$ cat config.mk
export PLATFORM = sky130hd
export DESIGN_NAME = dpi_top
export DESIGN_NICKNAME = d
export VERILOG_FILES = /design/src/design/dpi_pkg.sv /design/src/design/dpi_top.sv
export VERILOG_INCLUDE_DIRS = /design/src /design/src/design
export SDC_FILE = /design/constraint.sdc
export NUM_CORES = 1
export LEC_CHECK = 0
export BUFFER_PORTS_ARGS = -buffer_cell sky130_fd_sc_hd__clkbuf_2
export CAP_MARGIN = 15
export CORE_ASPECT_RATIO = 0.7
export CORE_MARGIN = 5
export CORE_UTILIZATION = 27
export DETAILED_ROUTE_END_ITERATION = 12
export PLACE_DENSITY_LB_ADDON = 0.15
export SYNTH_ARGS = -nofsm -noshare
export SYNTH_HDL_FRONTEND = slang
export SYNTH_SLANG_ARGS = --single-unit
$ cat constraint.sdc
create_clock -name clk_in -period 5 [get_ports clk_in]
set_clock_uncertainty 0.05 [all_clocks]
set_input_delay 0.25 -clock clk_in [delete_from_list [all_inputs] [get_ports clk_in]]
set_output_delay 0.25 -clock clk_in [all_outputs]
set_load 0.005 [all_outputs]
$ cat src/design/dpi_params.svh
// Offsets, fields, resets and timing counts of the DMA program port
`ifndef DPI_PARAMS_SVH
`define DPI_PARAMS_SVH

// ====================================================================
// I/O port offsets
`define DPI_PORT_ADDRESS0   10'h000
`define DPI_PORT_COUNT0     10'h001
`define DPI_PORT_SINGLEMASK 10'h00a
`define DPI_PORT_MODE       10'h00b
`define DPI_PORT_POINTER    10'h00c
`define DPI_PORT_TEMPCLEAR  10'h00d
`define DPI_PORT_MODECLEAR  10'h00e
`define DPI_PORT_ALLMASK    10'h00f
`define DPI_PORT_CFG_INDEX  10'h022
`define DPI_PORT_CFG_DATA   10'h023

// ====================================================================
// Configuration index of the bus timing register
`define DPI_IDX_BUS_TIMING  8'h01

// ====================================================================
// Field positions
`define DPI_SMASK_SET_BIT   2
`define DPI_MODE_STYLE_HI   7
`define DPI_MODE_STYLE_LO   6
`define DPI_MODE_DEC_BIT    5
`define DPI_MODE_AUTO_BIT   4
`define DPI_MODE_TYPE_HI    3
`define DPI_MODE_TYPE_LO    2
`define DPI_CFG_IOWS_HI     7
`define DPI_CFG_IOWS_LO     6
`define DPI_CFG_DMA16_HI    5
`define DPI_CFG_DMA16_LO    4
`define DPI_CFG_DMA8_HI     3
`define DPI_CFG_DMA8_LO     2
`define DPI_CFG_EARLY_BIT   1
`define DPI_CFG_CLKSRC_BIT  0

// ====================================================================
// Reset values
`define DPI_RST_MASK        4'hf
`define DPI_RST_MODE        6'h00
`define DPI_RST_CFG         8'h00
`define DPI_RST_INDEX       8'h00
`define DPI_RST_TEMP        8'h00
`define DPI_RST_WORD        16'h0000

// ====================================================================
// Clocks from I/O write strobe to late memory read strobe
`define DPI_MEMORY_READ_STROBE_LATE_CYCLES 1

`endif

$ cat src/design/dpi_pkg.sv
// Types shared by the DMA program port
package dpi_pkg;

   // ==================================================================
   // Channel operating style
   typedef enum logic [1:0] {
      DPI_STYLE_DEMAND  = 2'h0,
      DPI_STYLE_SINGLE  = 2'h1,
      DPI_STYLE_BLOCK   = 2'h2,
      DPI_STYLE_CASCADE = 2'h3
   } dpi_style_t;

   // Transfer type; code 3 is illegal
   typedef enum logic [1:0] {
      DPI_XFER_VERIFY  = 2'h0,
      DPI_XFER_WRITE   = 2'h1,
      DPI_XFER_READ    = 2'h2,
      DPI_XFER_ILLEGAL = 2'h3
   } dpi_xfer_t;

   // Per-channel mode as stored
   typedef struct packed {
      dpi_style_t style;
      logic       decrement;
      logic       auto_init;
      dpi_xfer_t  xfer;
   } dpi_mode_t;

   // Bus timing configuration as stored
   typedef struct packed {
      logic [1:0] io_ws;
      logic [1:0] dma16_ws;
      logic [1:0] dma8_ws;
      logic       early_read;
      logic       clock_select;
   } dpi_cfg_t;

endpackage

$ cat src/design/dpi_top.sv
// DMA program port: channel registers, masks, modes and bus timing config
`timescale 1ns/100ps
`include "dpi_params.svh"

// ====================================================================
// Notes on behaviour
// - Address write loads base and current byte
// - Count write loads base and current byte
// - Single mask port sets or clears one mask
// - Mode bits 7:6 choose operating style
// - Bit 5 decrements address; bit 4 auto-reloads
// - Transfer type field; code 11 illegal
// - Mode bits 1:0 choose target channel
// - Pointer port read sets the byte toggle
// - Pointer port write clears the byte toggle
// - Temporary register keeps first memory-copy byte
// - Master clear resets byte toggle, mode readback, masks and temp register
// - Mode readback restarts, then channels 0..3
// - Clear-mask write enables all four channels
// - All-mask register, bit 3 is channel 0
// - Config bits 7:6 set I/O wait states
// - Config bits 5:4 set 16-bit DMA waits
// - Config bits 3:2 set 8-bit DMA waits
// - Config bit 1 aligns memory read strobe
// - DMA always clocked from the bus clock
module dpi_top
#(
   parameter int NUM_CH = 4                       // Channels in this unit
)
(
   input  wire logic                    clk_in,
   input  wire logic                    nrst_in,
   input  wire logic [9:0]              io_addr_in,
   input  wire logic                    io_read_strobe_n_in,
   input  wire logic                    io_write_strobe_n_in,
   input  wire logic [7:0]              buffered_data_lines_in,
   output logic      [7:0]              buffered_data_lines_out,
   output logic                         buffered_data_lines_oe_n_out,
   input  wire logic                    mem_copy_first_in,
   input  wire logic                    transfer_done_in,
   input  wire logic                    dma_io_write_start_in,
   input  wire logic                    dma_cycle_end_in,
   output logic                         io_write_strobe_n_out,
   output logic                         memory_read_strobe_n_out,
   output logic                         terminal_count_out,
   output logic      [NUM_CH-1:0]       channel_mask_out,
   output dpi_pkg::dpi_mode_t [NUM_CH-1:0] channel_mode_out,
   output logic                         illegal_mode_out,
   output logic      [15:0]             current_address_out,
   output logic      [15:0]             current_count_out,
   output logic      [2:0]              io_wait_states_out,
   output logic      [2:0]              dma16_wait_states_out,
   output logic      [2:0]              dma8_wait_states_out
);
   import dpi_pkg::*;

   // =================================================================
   // Helpers

   // Two-bit wait field to a count of one to four wait states
   function automatic logic [2:0] wait_count(input logic [1:0] field);
      wait_count = {1'b0, field} + 3'h1;
   endfunction

   // One-hot strobe sequencer states
   typedef enum logic [2:0] {
      DPI_SEQ_IDLE   = 3'b001,
      DPI_SEQ_DELAY  = 3'b010,
      DPI_SEQ_ACTIVE = 3'b100
   } dpi_seq_t;

   // =================================================================
   // Storage
   logic              rd_prev_n;        // Read strobe one cycle ago
   logic              wr_prev_n;        // Write strobe one cycle ago
   logic              byte_pointer_toggle; // Low byte when 0
   logic [1:0]        readback_index;   // Next mode to read back
   logic [NUM_CH-1:0] mask;             // One is channel disabled
   dpi_mode_t [NUM_CH-1:0] mode;        // Stored channel modes
   logic [15:0]       base_address;     // Reload value of address
   logic [15:0]       current_address;  // Live address
   logic [15:0]       base_count;       // Reload value of count
   logic [15:0]       current_count;    // Live count
   logic [7:0]        temporary_data;   // Memory-copy holding byte
   logic [7:0]        cfg_index;        // Selected config index
   dpi_cfg_t          bus_timing_config; // Wait and strobe timing
   logic [7:0]        read_data;        // Registered read answer
   logic              drive;            // Read answer is on the lines
   dpi_seq_t          seq;              // Strobe sequencer state
   dpi_seq_t          next_seq;         // Next sequencer state
   logic              tc;               // Registered terminal count

   // =================================================================
   // Access decode; strobes are level, act once on their leading edge
   logic rd_start;
   logic wr_start;
   logic master_clear;
   logic word_access;
   logic [7:0] wdata;
   assign rd_start = ~io_read_strobe_n_in & rd_prev_n;
   assign wr_start = ~io_write_strobe_n_in & wr_prev_n;
   assign wdata    = buffered_data_lines_in;
   assign master_clear = wr_start & (io_addr_in == `DPI_PORT_TEMPCLEAR);
   assign word_access  = (rd_start | wr_start) &
                         ((io_addr_in == `DPI_PORT_ADDRESS0) |
                          (io_addr_in == `DPI_PORT_COUNT0));

   // Strobe history for the leading-edge detectors
   always_ff @(posedge clk_in or negedge nrst_in)
   begin
      if (!nrst_in)
      begin
         rd_prev_n <= 1'b1;
         wr_prev_n <= 1'b1;
      end
      else
      begin
         rd_prev_n <= io_read_strobe_n_in;
         wr_prev_n <= io_write_strobe_n_in;
      end
   end

   // =================================================================
   // Byte pointer toggle
   always_ff @(posedge clk_in or negedge nrst_in)
   begin
      if (!nrst_in)
         byte_pointer_toggle <= 1'b0;
      else if (master_clear)
         byte_pointer_toggle <= 1'b0;
      else if (rd_start && io_addr_in == `DPI_PORT_POINTER)
         byte_pointer_toggle <= 1'b1;
      else if (wr_start && io_addr_in == `DPI_PORT_POINTER)
         byte_pointer_toggle <= 1'b0;
      else if (word_access)
         byte_pointer_toggle <= ~byte_pointer_toggle;
   end

   // =================================================================
   // Mode readback counter; restarts so channel 0 comes first
   always_ff @(posedge clk_in or negedge nrst_in)
   begin
      if (!nrst_in)
         readback_index <= 2'h0;
      else if (master_clear)
         readback_index <= 2'h0;
      else if (rd_start && io_addr_in == `DPI_PORT_MODECLEAR)
         readback_index <= 2'h0;
      else if (rd_start && io_addr_in == `DPI_PORT_MODE)
         readback_index <= readback_index + 2'h1;
   end

   // =================================================================
   // Channel masks; each command has its own port, so none collide
   always_ff @(posedge clk_in or negedge nrst_in)
   begin
      if (!nrst_in)
         mask <= `DPI_RST_MASK;
      else if (master_clear)
         mask <= `DPI_RST_MASK;
      else if (wr_start && io_addr_in == `DPI_PORT_MODECLEAR)
         mask <= '0;
      else if (wr_start && io_addr_in == `DPI_PORT_SINGLEMASK)
         mask[wdata[1:0]] <= wdata[`DPI_SMASK_SET_BIT];
      else if (wr_start && io_addr_in == `DPI_PORT_ALLMASK)
         mask <= {wdata[0], wdata[1], wdata[2], wdata[3]};
   end

   // =================================================================
   // Mode registers; the write's own low bits pick the channel
   genvar ch;
   generate
      for (ch = 0; ch < NUM_CH; ch++)
      begin : g_mode
         always_ff @(posedge clk_in or negedge nrst_in)
         begin
            if (!nrst_in)
               mode[ch] <= `DPI_RST_MODE;
            else if (wr_start && io_addr_in == `DPI_PORT_MODE &&
                     wdata[1:0] == 2'(ch))
            begin
               mode[ch].style     <= dpi_style_t'(
                  wdata[`DPI_MODE_STYLE_HI:`DPI_MODE_STYLE_LO]);
               mode[ch].decrement <= wdata[`DPI_MODE_DEC_BIT];
               mode[ch].auto_init <= wdata[`DPI_MODE_AUTO_BIT];
               mode[ch].xfer      <= dpi_xfer_t'(
                  wdata[`DPI_MODE_TYPE_HI:`DPI_MODE_TYPE_LO]);
            end
         end
      end
   endgenerate

   // =================================================================
   // Channel 0 address and count; a host load wins over a transfer
   // step in the same cycle, so software always sees its own value
   logic tc_now;
   assign tc_now = transfer_done_in && current_count == 16'h0000;

   always_ff @(posedge clk_in or negedge nrst_in)
   begin
      if (!nrst_in)
      begin
         base_address    <= `DPI_RST_WORD;
         current_address <= `DPI_RST_WORD;
         base_count      <= `DPI_RST_WORD;
         current_count   <= `DPI_RST_WORD;
      end
      else if (wr_start && io_addr_in == `DPI_PORT_ADDRESS0)
      begin
         if (byte_pointer_toggle)
         begin
            base_address[15:8]    <= wdata;
            current_address[15:8] <= wdata;
         end
         else
         begin
            base_address[7:0]    <= wdata;
            current_address[7:0] <= wdata;
         end
      end
      else if (wr_start && io_addr_in == `DPI_PORT_COUNT0)
      begin
         if (byte_pointer_toggle)
         begin
            base_count[15:8]    <= wdata;
            current_count[15:8] <= wdata;
         end
         else
         begin
            base_count[7:0]    <= wdata;
            current_count[7:0] <= wdata;
         end
      end
      else if (tc_now && mode[0].auto_init)
      begin
         current_address <= base_address;
         current_count   <= base_count;
      end
      else if (transfer_done_in)
      begin
         current_address <= mode[0].decrement ?
                            current_address - 16'h0001 :
                            current_address + 16'h0001;
         current_count   <= current_count - 16'h0001;
      end
   end

   // Terminal count flag, one cycle per rollover
   always_ff @(posedge clk_in or negedge nrst_in)
   begin
      if (!nrst_in)
         tc <= 1'b0;
      else
         tc <= tc_now;
   end

   // =================================================================
   // Temporary register, only a memory copy or a clear touches it
   always_ff @(posedge clk_in or negedge nrst_in)
   begin
      if (!nrst_in)
         temporary_data <= `DPI_RST_TEMP;
      else if (master_clear)
         temporary_data <= `DPI_RST_TEMP;
      else if (mem_copy_first_in)
         temporary_data <= buffered_data_lines_in;
   end

   // =================================================================
   // Configuration index and data pair
   always_ff @(posedge clk_in or negedge nrst_in)
   begin
      if (!nrst_in)
      begin
         cfg_index         <= `DPI_RST_INDEX;
         bus_timing_config <= `DPI_RST_CFG;
      end
      else if (wr_start && io_addr_in == `DPI_PORT_CFG_INDEX)
         cfg_index <= wdata;
      else if (wr_start && io_addr_in == `DPI_PORT_CFG_DATA &&
               cfg_index == `DPI_IDX_BUS_TIMING)
         bus_timing_config <= wdata;
   end

   // =================================================================
   // Read answer, captured on the read strobe edge and held while
   // the strobe stays low; unknown ports leave the lines undriven
   logic [7:0] read_mux;
   logic       read_hit;
   always_comb
   begin
      read_mux = 8'h00;
      read_hit = 1'b1;
      case (io_addr_in)
         `DPI_PORT_ADDRESS0:
            read_mux = byte_pointer_toggle ? current_address[15:8] :
                       current_address[7:0];
         `DPI_PORT_COUNT0:
            read_mux = byte_pointer_toggle ? current_count[15:8] :
                       current_count[7:0];
         `DPI_PORT_MODE:
            read_mux = {mode[readback_index], readback_index};
         `DPI_PORT_POINTER, `DPI_PORT_MODECLEAR:
            read_mux = 8'h00;
         `DPI_PORT_TEMPCLEAR:
            read_mux = temporary_data;
         `DPI_PORT_ALLMASK:
            read_mux = {4'h0, mask[0], mask[1], mask[2], mask[3]};
         `DPI_PORT_CFG_INDEX:
            read_mux = cfg_index;
         `DPI_PORT_CFG_DATA:
            read_mux = (cfg_index == `DPI_IDX_BUS_TIMING) ?
                       bus_timing_config : 8'h00;
         default:
            read_hit = 1'b0;
      endcase
   end

   always_ff @(posedge clk_in or negedge nrst_in)
   begin
      if (!nrst_in)
      begin
         read_data <= 8'h00;
         drive     <= 1'b0;
      end
      else if (rd_start)
      begin
         read_data <= read_mux;
         drive     <= read_hit;
      end
      else if (io_read_strobe_n_in)
         drive <= 1'b0;
   end

   // =================================================================
   // DMA strobe sequencer; the memory read strobe either joins the
   // I/O write strobe or trails it by one clock
   always_comb
   begin
      next_seq = seq;
      case (seq)
         DPI_SEQ_IDLE:
            if (dma_io_write_start_in)
               next_seq = bus_timing_config.early_read ?
                          DPI_SEQ_ACTIVE : DPI_SEQ_DELAY;
         DPI_SEQ_DELAY:
            next_seq = dma_cycle_end_in ? DPI_SEQ_IDLE : DPI_SEQ_ACTIVE;
         DPI_SEQ_ACTIVE:
            if (dma_cycle_end_in)
               next_seq = DPI_SEQ_IDLE;
         default:
            next_seq = DPI_SEQ_IDLE;
      endcase
   end

   // Sequencer runs on the single bus clock whatever the source bit
   always_ff @(posedge clk_in or negedge nrst_in)
   begin
      if (!nrst_in)
         seq <= DPI_SEQ_IDLE;
      else
         seq <= next_seq;
   end

   // =================================================================
   // Outputs
   assign buffered_data_lines_out      = read_data;
   assign buffered_data_lines_oe_n_out = ~drive;
   assign io_write_strobe_n_out        = (seq == DPI_SEQ_IDLE);
   assign memory_read_strobe_n_out     = (seq != DPI_SEQ_ACTIVE);
   assign terminal_count_out           = tc;
   assign channel_mask_out             = mask;
   assign channel_mode_out             = mode;
   assign current_address_out          = current_address;
   assign current_count_out            = current_count;
   assign io_wait_states_out = wait_count(bus_timing_config.io_ws);
   assign dma16_wait_states_out =
      wait_count(bus_timing_config.dma16_ws);
   assign dma8_wait_states_out =
      wait_count(bus_timing_config.dma8_ws);

   // Flags any channel holding the forbidden transfer code
   always_comb
   begin
      illegal_mode_out = 1'b0;
      for (int i = 0; i < NUM_CH; i++)
         if (mode[i].xfer == DPI_XFER_ILLEGAL)
            illegal_mode_out = 1'b1;
   end

endmodule

== Yosys cells after proc, flatten, opt, wreduce, memory -nomap -nowiden ==
Index checks and enable logic that the tools add are counted.

* Register bits: 134
* Input port bits: 26
* Output and inout port bits: 82
* Logic and storage cells: 175

* Bitwise operators: 12
* Multiplexer cells: 44
* Order comparisons: 3
* $add $sub $neg: 7
* Reduce and logical (&&, ||, !) cells: 41
* Equal/unequal tests: 28

{| class="wikitable"
|+ Operators by type and width
! operator !! count
|-
| $mux 16 || 8
|-
| $eq 10x4->1 const B || 6
|-
| $mux 8 || 7
|-
| $pmux 8 s7 || 1
|-
| $sub 16x1->16 const B || 2
|-
| $eq 10x6->1 const B || 2
|-
| $logic_and 1x1->1 || 20
|-
| $reduce_and 3->1 || 6
|-
| $add 16x1->16 const B || 1
|-
| $logic_not 16->1 || 1
|-
| $mux 4 || 4
|-
| $ne 2x2->1 const B || 7
|-
| $bmux 6 s2 || 1
|-
| $eq 2x2->1 const B || 6
|-
| $mux 1 || 12
|-
| $mux 3 || 4
|-
| $eq 10x1->1 const B || 1
|-
| $logic_not 10->1 || 1
|-
| $add 2x1->3 const B || 3
|-
| $pmux 3 s3 || 1
|-
| $reduce_bool 3->1 || 3
|-
| $reduce_or 9->1 || 1
|-
| $eq 8x1->1 const B || 1
|-
| $reduce_and 2->1 || 4
|-
| 18 further kinds || 32
|}

== Depth between registers and ports, before layout ==
Gate-level depths: netlist (run 1).

* Depth in word-level cells: 8
* Mapped depth: 10

== Worst setup path before layout (run 1) ==
OpenSTA, ideal clock, no wires.

* Path type: reg2reg
* Start: register mode, in the netlist channel_mode_out[3]
* End: register current_address[14] (netlist: current_address_out[14])
* Setup slack: 2.323 ns
* Stages on the path, launching flop included: 8
* Library setup time: 0.104 ns
* Data arrival time: 2.523 ns
* Required time: 4.846 ns
* Cell sequence: dfrtp_1 > fa_1 > a211oi_1 > o21ai_0 > a21oi_1 > o41ai_1 > mux2_2 > o41ai_2

* Longest elaborated chain between the ends: 5

{| class="wikitable"
|+ Ends and longest elaborated chain
! what !! RTL line !! text
|-
| from (decl) || dpi_top.sv:79 || <nowiki>dpi_mode_t [NUM_CH-1:0] mode;</nowiki>
|-
| from (signal, indexed assignment) || dpi_top.sv:178 || <nowiki>mode[ch] <= `DPI_RST_MODE;</nowiki>
|-
| $mux 16 || dpi_top.sv:241 || <nowiki>current_address <= mode[0].decrement ?</nowiki>
|-
| $mux 16 || dpi_top.sv:239 || <nowiki>else if (transfer_done_in)</nowiki>
|-
| $mux 16 || dpi_top.sv:234 || <nowiki>else if (tc_now && mode[0].auto_init)</nowiki>
|-
| $mux 16 || dpi_top.sv:221 || <nowiki>else if (wr_start && io_addr_in == `DPI_PORT_COUNT0)</nowiki>
|-
| $mux 16 || dpi_top.sv:208 || <nowiki>else if (wr_start && io_addr_in == `DPI_PORT_ADDRESS0)</nowiki>
|-
| to (signal assigned) || dpi_top.sv:213 || <nowiki>current_address[15:8] <= wdata;</nowiki>
|-
| to (signal assigned) || dpi_top.sv:236 || <nowiki>current_address <= base_address;</nowiki>
|-
| to (signal assigned) || dpi_top.sv:241 ||
|-
| to (decl) || dpi_top.sv:81 || <nowiki>logic [15:0] current_address;</nowiki>
|}

Every way passes these cells. The select of a mux whose other input is x is not followed.
A chain may end at the register's enable or synchronous reset.

== Worst setup path in the final report (run 1) ==
* Start: register wr_prev_n
* End: register current_address[12] (netlist: current_address_out[12])

* Longest elaborated chain between the ends: 4

{| class="wikitable"
|+ Ends and longest elaborated chain
! what !! RTL line !! text
|-
| from (decl) || dpi_top.sv:75 || <nowiki>logic wr_prev_n;</nowiki>
|-
| from (signal assigned) || dpi_top.sv:119 || <nowiki>wr_prev_n <= io_write_strobe_n_in;</nowiki>
|-
| $and 1x1->1 * || dpi_top.sv:101 || <nowiki>assign wr_start = ~io_write_strobe_n_in & wr_prev_n;</nowiki>
|-
| $logic_and 1x1->1 (no source line) || n/a ||
|-
| $ne 2x2->1 (no source line) or $reduce_bool 3->1 (tied branches) || n/a ||
|-
| $reduce_and 3->1 (no source line) || n/a ||
|-
| to (signal assigned) || dpi_top.sv:204 || <nowiki>current_address <= `DPI_RST_WORD;</nowiki>
|-
| to (signal assigned) || dpi_top.sv:213 ||
|-
| to (signal assigned) || dpi_top.sv:236 ||
|}

Every way passes the cells marked *; elsewhere a longest branch is shown, timed or not.

==> summary.md, run 1 <==
| Metric | Value |
|---|---|
| Core box area | 0.0288 mm^2 |
| Worst-path fanout max | 19 |
| DR DRC count | 0 |
| Leakage power | 4.20 nW |
| Ports | 108 |
| CTS tree | yes |
| Final Cell Area | 0.00937 mm^2 |
| Post-DR wirelength/cell | around 23 um |
| Reg clk slew, reported paths | 0.07 ns |
| Commonest non-fill, non-tap cells in the layout | 127 x dfrtp_1, 106 x clkbuf_2, 79 x nand2_1 |
| CTS Buffer Depth | 2 |
| Final setup viols | 0 |
| Share of cells above drive strength 1 | 28.9% |
| Root Buffer Master | clkbuf_16 |
| Placed cell areas | roughly 0.009 mm^2 |
| Starting Density | 27.4% |
| Die H | 153 um |
| CP Class | reg -> reg |
| Setup TNS | 0 ns |
| H-tree levels | 4 |
| Clk sinks | between 100 and 150 |
| Nets | just over 900 |
| Max Freq | 322 MHz |
| TritonCTS buffer count | 17 |
| Max-slew violations | 0 |
| GRT Overall Usage | roughly 18% |
| Critical path arrival | between 3 and 4 ns |
| Final worst path period share | 62.1% |
| Largest cells by area after synthesis | dfrtp_1 40%, mux2_2 11%, nand2_1 3.8% |
| Mean Syn Cell Area | ~10 um^2 |
| Antenna Nets Post-Route | 0 |
| Worst-Margin Slew | 1.01 ns |
| Dominant cell type by area after synthesis | dfrtp_1 |
| Synthesis warning total | 0 |
| Largest net degree at the start of global routing | 97 |
| Post-synth top area share | about two fifths |
| DIE WIDTH | 214 um |
| GP Congestion | 0.835 |
| Place WS | between 1.5 and 2 ns |
| Drt initial violations | 615 |
| Critical path endpoint category | register |
| Vias in the first global route | ~6700 |
| Outcome | finished clean |
| First-pass GRT wire length | 44.5 mm |
| Max Used Layer | met4 |
| Max IR drop VDD | 0.000242 V |
| Final hold vios | 0 |
| Critical Path Start Type | register |
| Synth Net Count | 834 |
| Rows | 52 |
| RSZ-0062 raised after global routing | no |
| Post-synth top flop | dfrtp_1 |
| Critical Path RT | 5.26 ns |
| Number of port buffers | 107 |
| Antenna cells | 0 |
| Min-delay worst type | in -> reg |
| Synthesis-stage register bit count | 134 |
| DR WL met3 | 2.20 mm |
| Total length of routed met2 wires | 11.9 mm |
| Register area share after synthesis | 42.6% |
| Initial antenna violation count | 0 |
| Post-Route WL | 29.3 mm |
| Async S/R FF share, synth | 100% |
| Vias per Instance | between 5 and 6 |
| Grt ovf | 0 |
| Worst-Skew Late Latency | 0.43 ns |
| Vias | 6841 |
| Filler cell count | 3065 |
| Layout area overhead | 18.8% |
| Die footprint | 0.0328 mm^2 |
| Slew headroom | 32.6% |
| Final Critical Period | 3.10 ns |
| Final core occ | 32.5% |
| Cell count after synthesis | just under 800 |
| Worst hold slack | 0.0391 ns |
| Max_cap viols | 0 |
| Post-detailed-placement half-perimeter wirelength | 21.4 mm |
| Post-synth EDFFs | 0 |
| Setup slack after layout | 1.90 ns |
| Count of cell types in the netlist | 78 |
| Synth Cell Area | 0.00789 mm^2 |
| Power Density | 336 mW/mm^2 |
| Routed met1 length | roughly 15 mm |
| TritonRoute pass-1 iters | 6 |
| Most common cell after layout, fill and taps aside | dfrtp_1 |
-- metal layers --
| metal | up-vias | track usage (%) |
|---|---|---|
| met5 | - | 0 |
| met4 | 0 | 3.22 |
| met3 | 17 | 5.38 |
| met2 | 186 | 24.3 |
| met1 | 3505 | 27.5 |
| li1 | 3133 | - |
-- cell usage after synthesis, drive strengths merged (14+ instances only) --
| library cell | number |
|---|---|
| a31oi | 15 |
| nor3 | 22 |
| inv | 14 |
| ha | 19 |
| mux2 | 74 |
| a21oi | 29 |
| o21ai | 52 |
| dfrtp | 127 |
| nand2 | 81 |
| mux2i | 15 |
| a21o | 14 |
| clkbuf | 38 |
| nor2 | 69 |
-- final cells by class --
| cell class | instances | area (um^2) | share of cell area [%] |
|---|---|---|---|
| clock buffers | 20 | 457 | 4.87 |
| inverters | 14 | 52.6 | 0.561 |
| repair buffers | 120 | 647 | 6.90 |
| well taps | 378 | 473 | 5.05 |
| multi-input cells | 590 | 4260 | 45.5 |
| flip-flops and latches | 134 | 3360 | 35.9 |
| clock inverters | 12 | 120 | 1.28 |
-- worst paths after layout --
path	to	cells after the start	startpoint	slack [ns]
worst max-delay path	current_address_out[12]	6	wr_prev_n	1.90
worst min-delay path	seq[1]	3	dma_io_write_start_in	0.04
worst max register to register	current_address_out[12]	6	wr_prev_n	1.90
worst min register to register	seq[1]	1	bus_timing_config[1]	0.42
max in group asynchronous	current_count_out[2]	3	nrst_in	3.34
min in group asynchronous	current_address_out[3]	2	nrst_in	0.46
-- critical path, cell delays in order (launching register included) --
cell and delay, ns:
dfstp_2 0.52, nor2b_1 0.48, and4_1 0.88, a21oi_2 0.30, a2111oi_0 0.51, a22o_1 0.19, nor2_1 0.04
-- state kept, by name, indices dropped and copies added (netlist names), 2 cells and up --
signal / cells
base_address: 16
base_count: 16
buffered_data_lines_out: 8
bus_timing_config: 8
cfg_index: 8
channel_mask_out: 4
channel_mode_out: 24
current_address_out: 16
current_count_out: 16
readback_index: 2
seq: 3
temporary_data: 8
-- cell families after synthesis --
group                    Yosys count  synth area share [%]
AND/OR/NAND/NOR                  255                  16.2
AO/OA/AOI/OAI                    199                  17.3
flip-flops                       134                  42.6
multiplexers                      99                  15.3
buffers and inverters             64                  3.41
adder cells (fa/ha/maj)           20                  3.27
XOR/XNOR                          17                  1.89
-- power by group --
part	internal (mW)	switching (mW)	total [mW]	leakage, nW
registers	1.16	0.152	1.31	1.74
logic	0.252	0.327	0.579	2.20
clock network	0.719	0.537	1.26	0.272
-- through the flow --
| stage | cells | total power, mW |
|---|---|---|
| after floorplan | 788 | 1.61 |
| after CTS | 1268 | 3.18 |
| after detailed placement | 1233 | 1.91 |
| after global placement | 1233 | 1.92 |
| final | 1268 | 3.15 |
| after global routing | 1268 | 3.30 |
-- repair_timing --
action                                 4_1_cts  5_1_grt
hold buffers                                 3        0
gates resized for setup                      0        0
endpoints found under the hold margin       91        0
buffers inserted                             0        0
No activity file was read; power rests on OpenSTA's default activity.
==> run 2, diff against run 1 <==
- ABC_AREA: unset -> 1
- clock period: 5 -> 3.1 ns (I/O delays scaled with it)
==> summary.md, run 2 <==
| Metric | Value |
|---|---|
| R2R setup slack | 0.65 ns (-1.25 ns) |
| Final worst path period share | 79.2% (+17 points) |
| Synth Cell Area | 0.00854 mm^2 (+8.3%) |
| Post-Route WL | 31.2 mm (+6.4%) |
| Combinational share of power | 28.6% (+10 points) |
| Count of cell types in the netlist | 53 (-32%) |
| Most common cell after layout, fill and taps aside | nand2_1 |
| Core box area | 0.0312 mm^2 (+8.3%) |
| Mean Syn Cell Area | 6.89 um^2 (-31%) |
| H-tree levels | 4 (unchanged) |
| CP max stage cell | dfrtp_1 |
| Post-DR wirelength/cell | 17.5 um (-24%) |
| Vias | 8383 (+23%) |
| Largest cells by area after synthesis | dfrtp_1 37%, nand2_1 18%, o21ai_0 7.1% |
| Share of cells above drive strength 1 | 15.0% (-14 points) |
| Synth Net Count | 1286 (+54%) |
| Ports | 108 (unchanged) |
| Rows | 54 (+3.8%) |
| Final Critical Period | 2.45 ns (-0.648 ns) |
| Max Freq | 407 MHz (+26%) |
| Dominant cell type by area after synthesis | dfrtp_1 |
| Leakage power | 5.42 nW (+29%) |
| Most Frequent Cell on Critical Path | nor2_1 |
| Crit-path max cell delay | 0.41 ns (-0.47 ns) |
| Clk sinks | 134 (unchanged) |
| Critical path arrival | 2.73 ns (-0.63 ns) |
| Layout area overhead | 19.3% |
| Final Cell Area | 0.0102 mm^2 (+8.7%) |
| R2R Path End | current_address_out[7] |
| Synthesis warning total | 0 (unchanged) |
| Critical Path RT | 3.37 ns (-1.89 ns) |
| Cell count after synthesis | 1240 (+57%) |
| Clock share of power | 34.4% (-5.5 points) |
| Critical Path Start Type | register |
| Delay-heaviest family, CP | simple AND/OR/NAND/NOR gates |
| Power Density | 572 mW/mm^2 (+70%) |
| Worst-Skew Late Latency | 0.43 ns (about the same) |
| Filler cell count | 3442 (+12%) |
| Largest net degree at the start of global routing | 81 (-16%) |
| Worst R2R Path Depth | 10 (+4) |
| Post-synth top flop | dfrtp_1 |
| Grt ovf | 0 (unchanged) |
| Vias in the first global route | 7923 (+18%) |
| Post-synth top area share | 37.2% (-3.1 points) |
| Outcome | finished clean |
| GP Congestion | 0.910 (+9.1%) |
| CTS tree | yes |
| Final hold vios | 0 (unchanged) |
| Final setup viols | 0 (unchanged) |
| R2R Path Start | current_count_out[0] |
| Hold_sp | buffered_data_lines_in[4] |
| Placed cell areas | 0.00955 mm^2 (+8.9%) |
| Post-Place Cells | 1739 (+41%) |
| GRT Overall Usage | 17.4% (-0.31 points) |
| Reg clk slew, reported paths | 0.07 ns (about the same) |
| Slew headroom | 36.3% (+3.7 points) |
| Register area share after synthesis | 39.3% (-3.3 points) |
| Die footprint | 0.0354 mm^2 (+7.9%) |
| Starting Density | 27.4% (about the same) |
| Critical path endpoint category | register |
| Top cells by count, synth | 421 x nand2_1, 139 x inv_1, 134 x nor2_1, 127 x dfrtp_1, 121 x o21ai_0 |
| Antenna Nets Post-Route | 0 (unchanged) |
| Hold path cells | 4 (+1) |
| Worst-path cell chain | inv_1 -> ha_1 -> nand4_1 -> nor2_1 -> nand3_2 -> buf_4 -> nor2_1 -> nor2_1 -> o21ai_0 -> a21boi_2 |
| TritonRoute pass-1 iters | 6 (unchanged) |
| Nets | 1390 (+51%) |
| CP Class | reg -> reg |
| Post-detailed-placement half-perimeter wirelength | 23.9 mm (+12%) |
| Commonest non-fill, non-tap cells in the layout | 421 x nand2_1, 139 x inv_1, 134 x nor2_1 |
| CP Buf/Inv Count | 2 (+2) |
| TritonCTS buffer count | 17 (unchanged) |
| Flop pwr share | 37.0% (-4.7 points) |
| P_sw | 2.14 mW (+110%) |
| Max-slew violations | 0 (unchanged) |
| Worst-Margin Slew | 0.947 ns (-0.0608 ns) |
| Cell with the most instances after synthesis | nand2_1 |
| Worst Hold End | temporary_data[4] |
| Max_cap viols | 0 (unchanged) |
| Max IR drop VDD | 0.000303 V (+25%) |
| DIE WIDTH | 223 um (+3.9%) |
| Post-synth EDFFs | 0 (unchanged) |
| DR DRC count | 0 (unchanged) |
| Number of port buffers | 107 (unchanged) |
| Min-delay worst type | in -> reg |
| Die H | 159 um (+3.8%) |
| RSZ-0062 raised after global routing | no |
| Cell internal pwr | 3.69 mW (+73%) |
| Vias per Instance | 4.71 (-13%) |
| Non-filler instance count after layout | 1779 (+40%) |
| Setup TNS | 0 ns (unchanged) |
| Worst-path fanout max | 27 (+8) |
| Initial antenna violation count | 1 (+1) |
| CTS Buffer Depth | 2 (unchanged) |
| First-pass GRT wire length | 48.6 mm (+9.0%) |
| Async S/R FF share, synth | 100% (unchanged) |
| Root Buffer Master | clkbuf_16 |
| Max FFs per register | 24 (unchanged) |
| Drt initial violations | 802 (+30%) |
| Postcts setup bufs | 0 (unchanged) |
| Synthesis-stage register bit count | 134 (unchanged) |
| Switch share | 36.6% (+4.3 points) |
run 2: power by group through the flow:
| stage | clock network [mW] | logic (mW) | registers (mW) |
|---|---|---|---|
| 6_report | 2.00 | 1.67 | 2.16 |
| 5_1_grt | 2.14 | 1.91 | 2.18 |
| 4_1_cts | 2.05 | 1.67 | 2.16 |
| 3_5_place_dp | 0 | 1.64 | 2.19 |
| 3_3_place_gp | 0 | 1.65 | 2.20 |
| 2_1_floorplan | 0 | 1.05 | 2.11 |
run 2: area by class of cell:
class / instances / area [um^2] / share of cell area, %
Clock buffer: 20 / 457 / 4.48
Clock inverter: 12 / 119 / 1.17
Antenna cell: 2 / 5.00 / 0.0491
Multi-Input combinational cell: 919 / 4460 / 43.7
Tap cell: 420 / 526 / 5.16
Timing Repair Buffer: 127 / 719 / 7.06
Inverter: 145 / 546 / 5.35
Sequential cell: 134 / 3360 / 33.0
run 2: kinds of logic (layout without fill, tap and decap cells):
family	count (synthesis)	in the layout	synth area share, %
simple gates	693	693	34.9
compound gates	194	194	12.8
buf+inv	187	304	8.55
flops	134	134	39.3
fa+ha+maj	20	20	3.02
xor+xnor	7	7	0.718
mux	5	5	0.659
other cells	0	2	0
run 2: repair_timing:
item | CTS | global route
gates resized for setup | 0 | 0
hold buffers | 6 | 0
setup endpoints to repair | 0 | 0
hold endpoints to repair | 82 | 0
run 2: worst max-delay path by stage:
stage / end / from / cells after the start / slack [ns]
2_1_floorplan: current_address_out[7] / channel_mode_out[3] / 9 / 1.16
3_3_place_gp: current_address_out[3] / current_count_out[5] / 9 / 0.71
3_5_place_dp: current_address_out[7] / current_count_out[0] / 10 / 0.67
4_1_cts: current_address_out[4] / current_count_out[0] / 10 / 0.66
5_1_grt: current_address_out[4] / current_count_out[0] / 10 / 0.41
6_report: current_address_out[7] / current_count_out[0] / 10 / 0.65
run 2: tightest hold or removal path, cell delays in order:
cell and delay, ns:
clkbuf_2 0.12, mux2_2 0.15, nand2_1 0.04, inv_1 0.04
run 2: through the flow:
step                total power, mW  setup slack [ns]  utilization (%)  hold slack, ns
global route                   6.23             0.409             32.6          0.0753
floorplan                      3.17              1.16                -          -0.191
finish                         5.83             0.646             32.6          0.0657
global placement               3.84             0.707             30.6           0.202
detailed placement             3.83             0.673             30.6           0.201
CTS                            5.88             0.658             32.6          0.0272
run 2: per-layer routing:
layer  global-route usage (%)  routed length, um  up-vias
met4                     3.20                308        0
li1                         -                  -     4187
met2                     24.6              12600      224
met5                        0                  0        -
met1                     27.5              16500     3947
met3                     3.56               1810       25
==> run 3, diff against run 2 <==
- ABC_AREA: 1 -> 0
- clock period: 3.1 -> 2.51 ns (I/O delays scaled with it)
==> summary.md, run 3 (same netlist as run 1, synthesis figures left out) <==
| Metric | Value |
|---|---|
| Outcome | finished clean |
| Critical path endpoint category | register |
| Leakage power | 4.72 nW (-13%) |
| Non-filler instance count after layout | 1362 (-23%) |
| Largest net degree at the start of global routing | 66 (-19%) |
| Worst-Margin Slew | 0.651 ns (-0.297 ns) |
| Core box area | 0.0288 mm^2 (-7.7%) |
| CTS tree | yes |
| H-tree levels | 4 (unchanged) |
| Antenna cells | 0 (-2) |
| DR DRC count | 0 (unchanged) |
| Post-Place Cells | 1325 (-24%) |
| Max IR drop VDD | 0.000410 V (+35%) |
| Final worst path period share | 97.5% (+18 points) |
| Worst-path fanout max | 7 (-74%) |
| Min-delay worst type | in -> reg |
| Final Cell Area | 0.0103 mm^2 (+0.96%) |
| Final Power | 6.86 mW (+18%) |
| Critical Path Start Type | register |
| Filler cell count | 2953 (-14%) |
| Post-DR wirelength/cell | 22.4 um (+28%) |
| Critical path arrival | 2.70 ns (-0.03 ns) |
| Power Density | 667 mW/mm^2 (+17%) |
| Final hold vios | 0 (unchanged) |
| Share of cells above drive strength 1 | 36.9% (+22 points) |
| Slew headroom | 56.6% (+20 points) |
| Placed cell areas | 0.00951 mm^2 (-0.38%) |
| Commonest non-fill, non-tap cells in the layout | 126 x dfrtp_1, 106 x clkbuf_2, 97 x buf_4 |
| Vias per Instance | 5.26 (+12%) |
| Starting Density | 27.4% (about the same) |
| Die H | 153 um (-3.7%) |
| Initial antenna violation count | 1 (unchanged) |
| Postcts setup bufs | 0 (unchanged) |
| GP Congestion | 0.844 (-7.3%) |
| Reg clk slew, reported paths | 0.07 ns (about the same) |
| Root Buffer Master | clkbuf_16 |
| TritonRoute pass-1 iters | 5 (-1) |
| Critical Path RT | 2.76 ns (-0.61 ns) |
| Max_cap viols | 0 (unchanged) |
| Vias | 7168 (-14%) |
| RSZ-0062 raised after global routing | yes |
| Rows | 52 (-3.7%) |
| Max FFs per register | 24 (unchanged) |
| TritonCTS buffer count | 17 (unchanged) |
| DIE WIDTH | 214 um (-3.8%) |
| Die footprint | 0.0328 mm^2 (-7.3%) |
| Post-Route WL | 30.5 mm (-2.1%) |
| Clk sinks | 134 (unchanged) |
| Post-detailed-placement half-perimeter wirelength | 23.1 mm (-3.3%) |
| Vias in the first global route | 7217 (-8.9%) |
| Most common cell after layout, fill and taps aside | dfrtp_1 |
| Layout area overhead | 30.4% |
| Antenna Nets Post-Route | 0 (unchanged) |
| Nets | 1017 (-27%) |
| CTS Buffer Depth | 2 (unchanged) |
| Final Critical Period | 2.45 ns (-0.00590 ns) |
| Number of port buffers | 107 (unchanged) |
| First-pass GRT wire length | 47.0 mm (-3.3%) |
| GRT Overall Usage | 18.7% (+1.2 points) |
| Final setup viols | 0 (unchanged) |
| Ports | 108 (unchanged) |
| Max Freq | 408 MHz (+0.24%) |
| Setup TNS | 0 ns (unchanged) |
| CP Class | reg -> reg |
| Max-slew violations | 0 (unchanged) |
| Worst-Skew Late Latency | 0.44 ns (about the same) |
| Grt ovf | 0 (unchanged) |
| Drt initial violations | 542 (-32%) |
==> run 3: changes by cell type in the layout (fill, tap and decap cells not counted), moves of 11 or more <==
cell,previous run,this run
a21boi_1,11,0
a21o_1,0,14
a31oi_1,0,14
buf_4,13,97
inv_1,139,14
mux2_2,5,74
mux2i_1,0,15
nand2_1,421,79
nand3_1,73,13
nor2_1,134,68
o21ai_0,121,47
==> run 3: cell type report <==
cell class / instances / area [um^2] / share of cell area, %
Multi-Input combinational cell: 590 / 4350 / 42.3
Sequential cell: 134 / 3360 / 32.7
Clock inverter: 10 / 171 / 1.67
Inverter: 14 / 52.6 / 0.511
Clock buffer: 22 / 464 / 4.51
Timing Repair Buffer: 214 / 1410 / 13.7
Tap cell: 378 / 473 / 4.60
==> run 3: power by group <==
| group | total [mW] | switching, mW | leakage, nW | internal, mW |
|---|---|---|---|---|
| clock network | 2.79 | 1.06 | 0.306 | 1.73 |
| registers | 2.44 | 0.125 | 1.73 | 2.31 |
| logic | 1.63 | 0.902 | 2.68 | 0.731 |
==> run 3: per-layer routing <==
metal | up-vias | track usage (%) | share of wire [%]
met1 | 3574 | 29.2 | 51
met2 | 247 | 25.3 | 40
li1 | 3312 | - | -
met5 | - | 0 | 0.11
met3 | 31 | 4.63 | 6.8
met4 | 4 | 4.69 | 1.7
==> run 3: stage by stage <==
stage	setup slack [ns]	hold WS, ns	utilization [%]
after CTS	0.00677	0.0644	35.5
after floorplan	0.0283	-0.220	-
after global routing	-0.0108	0.0863	35.7
after detailed placement	-0.0114	0.133	33.0
final	0.0616	0.0865	35.7
after global placement	0.00883	0.133	33.0
==> run 3: what timing repair did <==
action | in CTS | in global routing
hold endpoints to repair | 69 | 0
pin swaps | 2 | 4
resized for setup | 4 | 17
endpoints found under the setup margin | 2 | 14
hold buffers | 5 | 0
==> run 3: worst paths after layout <==
| check | start | end | slack [ns] | depth (start not counted) |
|---|---|---|---|---|
| worst max-delay path | channel_mode_out[3] | current_address_out[13] | 0.06 | 8 |
| worst min-delay path | buffered_data_lines_in[1] | bus_timing_config[1] | 0.09 | 3 |
| worst max register to register | channel_mode_out[3] | current_address_out[13] | 0.06 | 8 |
| worst min register to register | bus_timing_config[1] | seq[1] | 0.42 | 1 |
| max in group asynchronous | nrst_in | channel_mask_out[2] | 1.47 | 3 |
| min in group asynchronous | nrst_in | channel_mode_out[18] | 0.20 | 2 |
==> run 3: critical path, cell delays in order (launching register included) <==
cell	delay [ns]
dfrtp_2	0.48
ha_1	0.34
a211oi_1	0.25
buf_4	0.17
o21bai_1	0.12
a31oi_2	0.38
o311ai_2	0.13
xnor2_1	0.27
a31oi_1	0.12
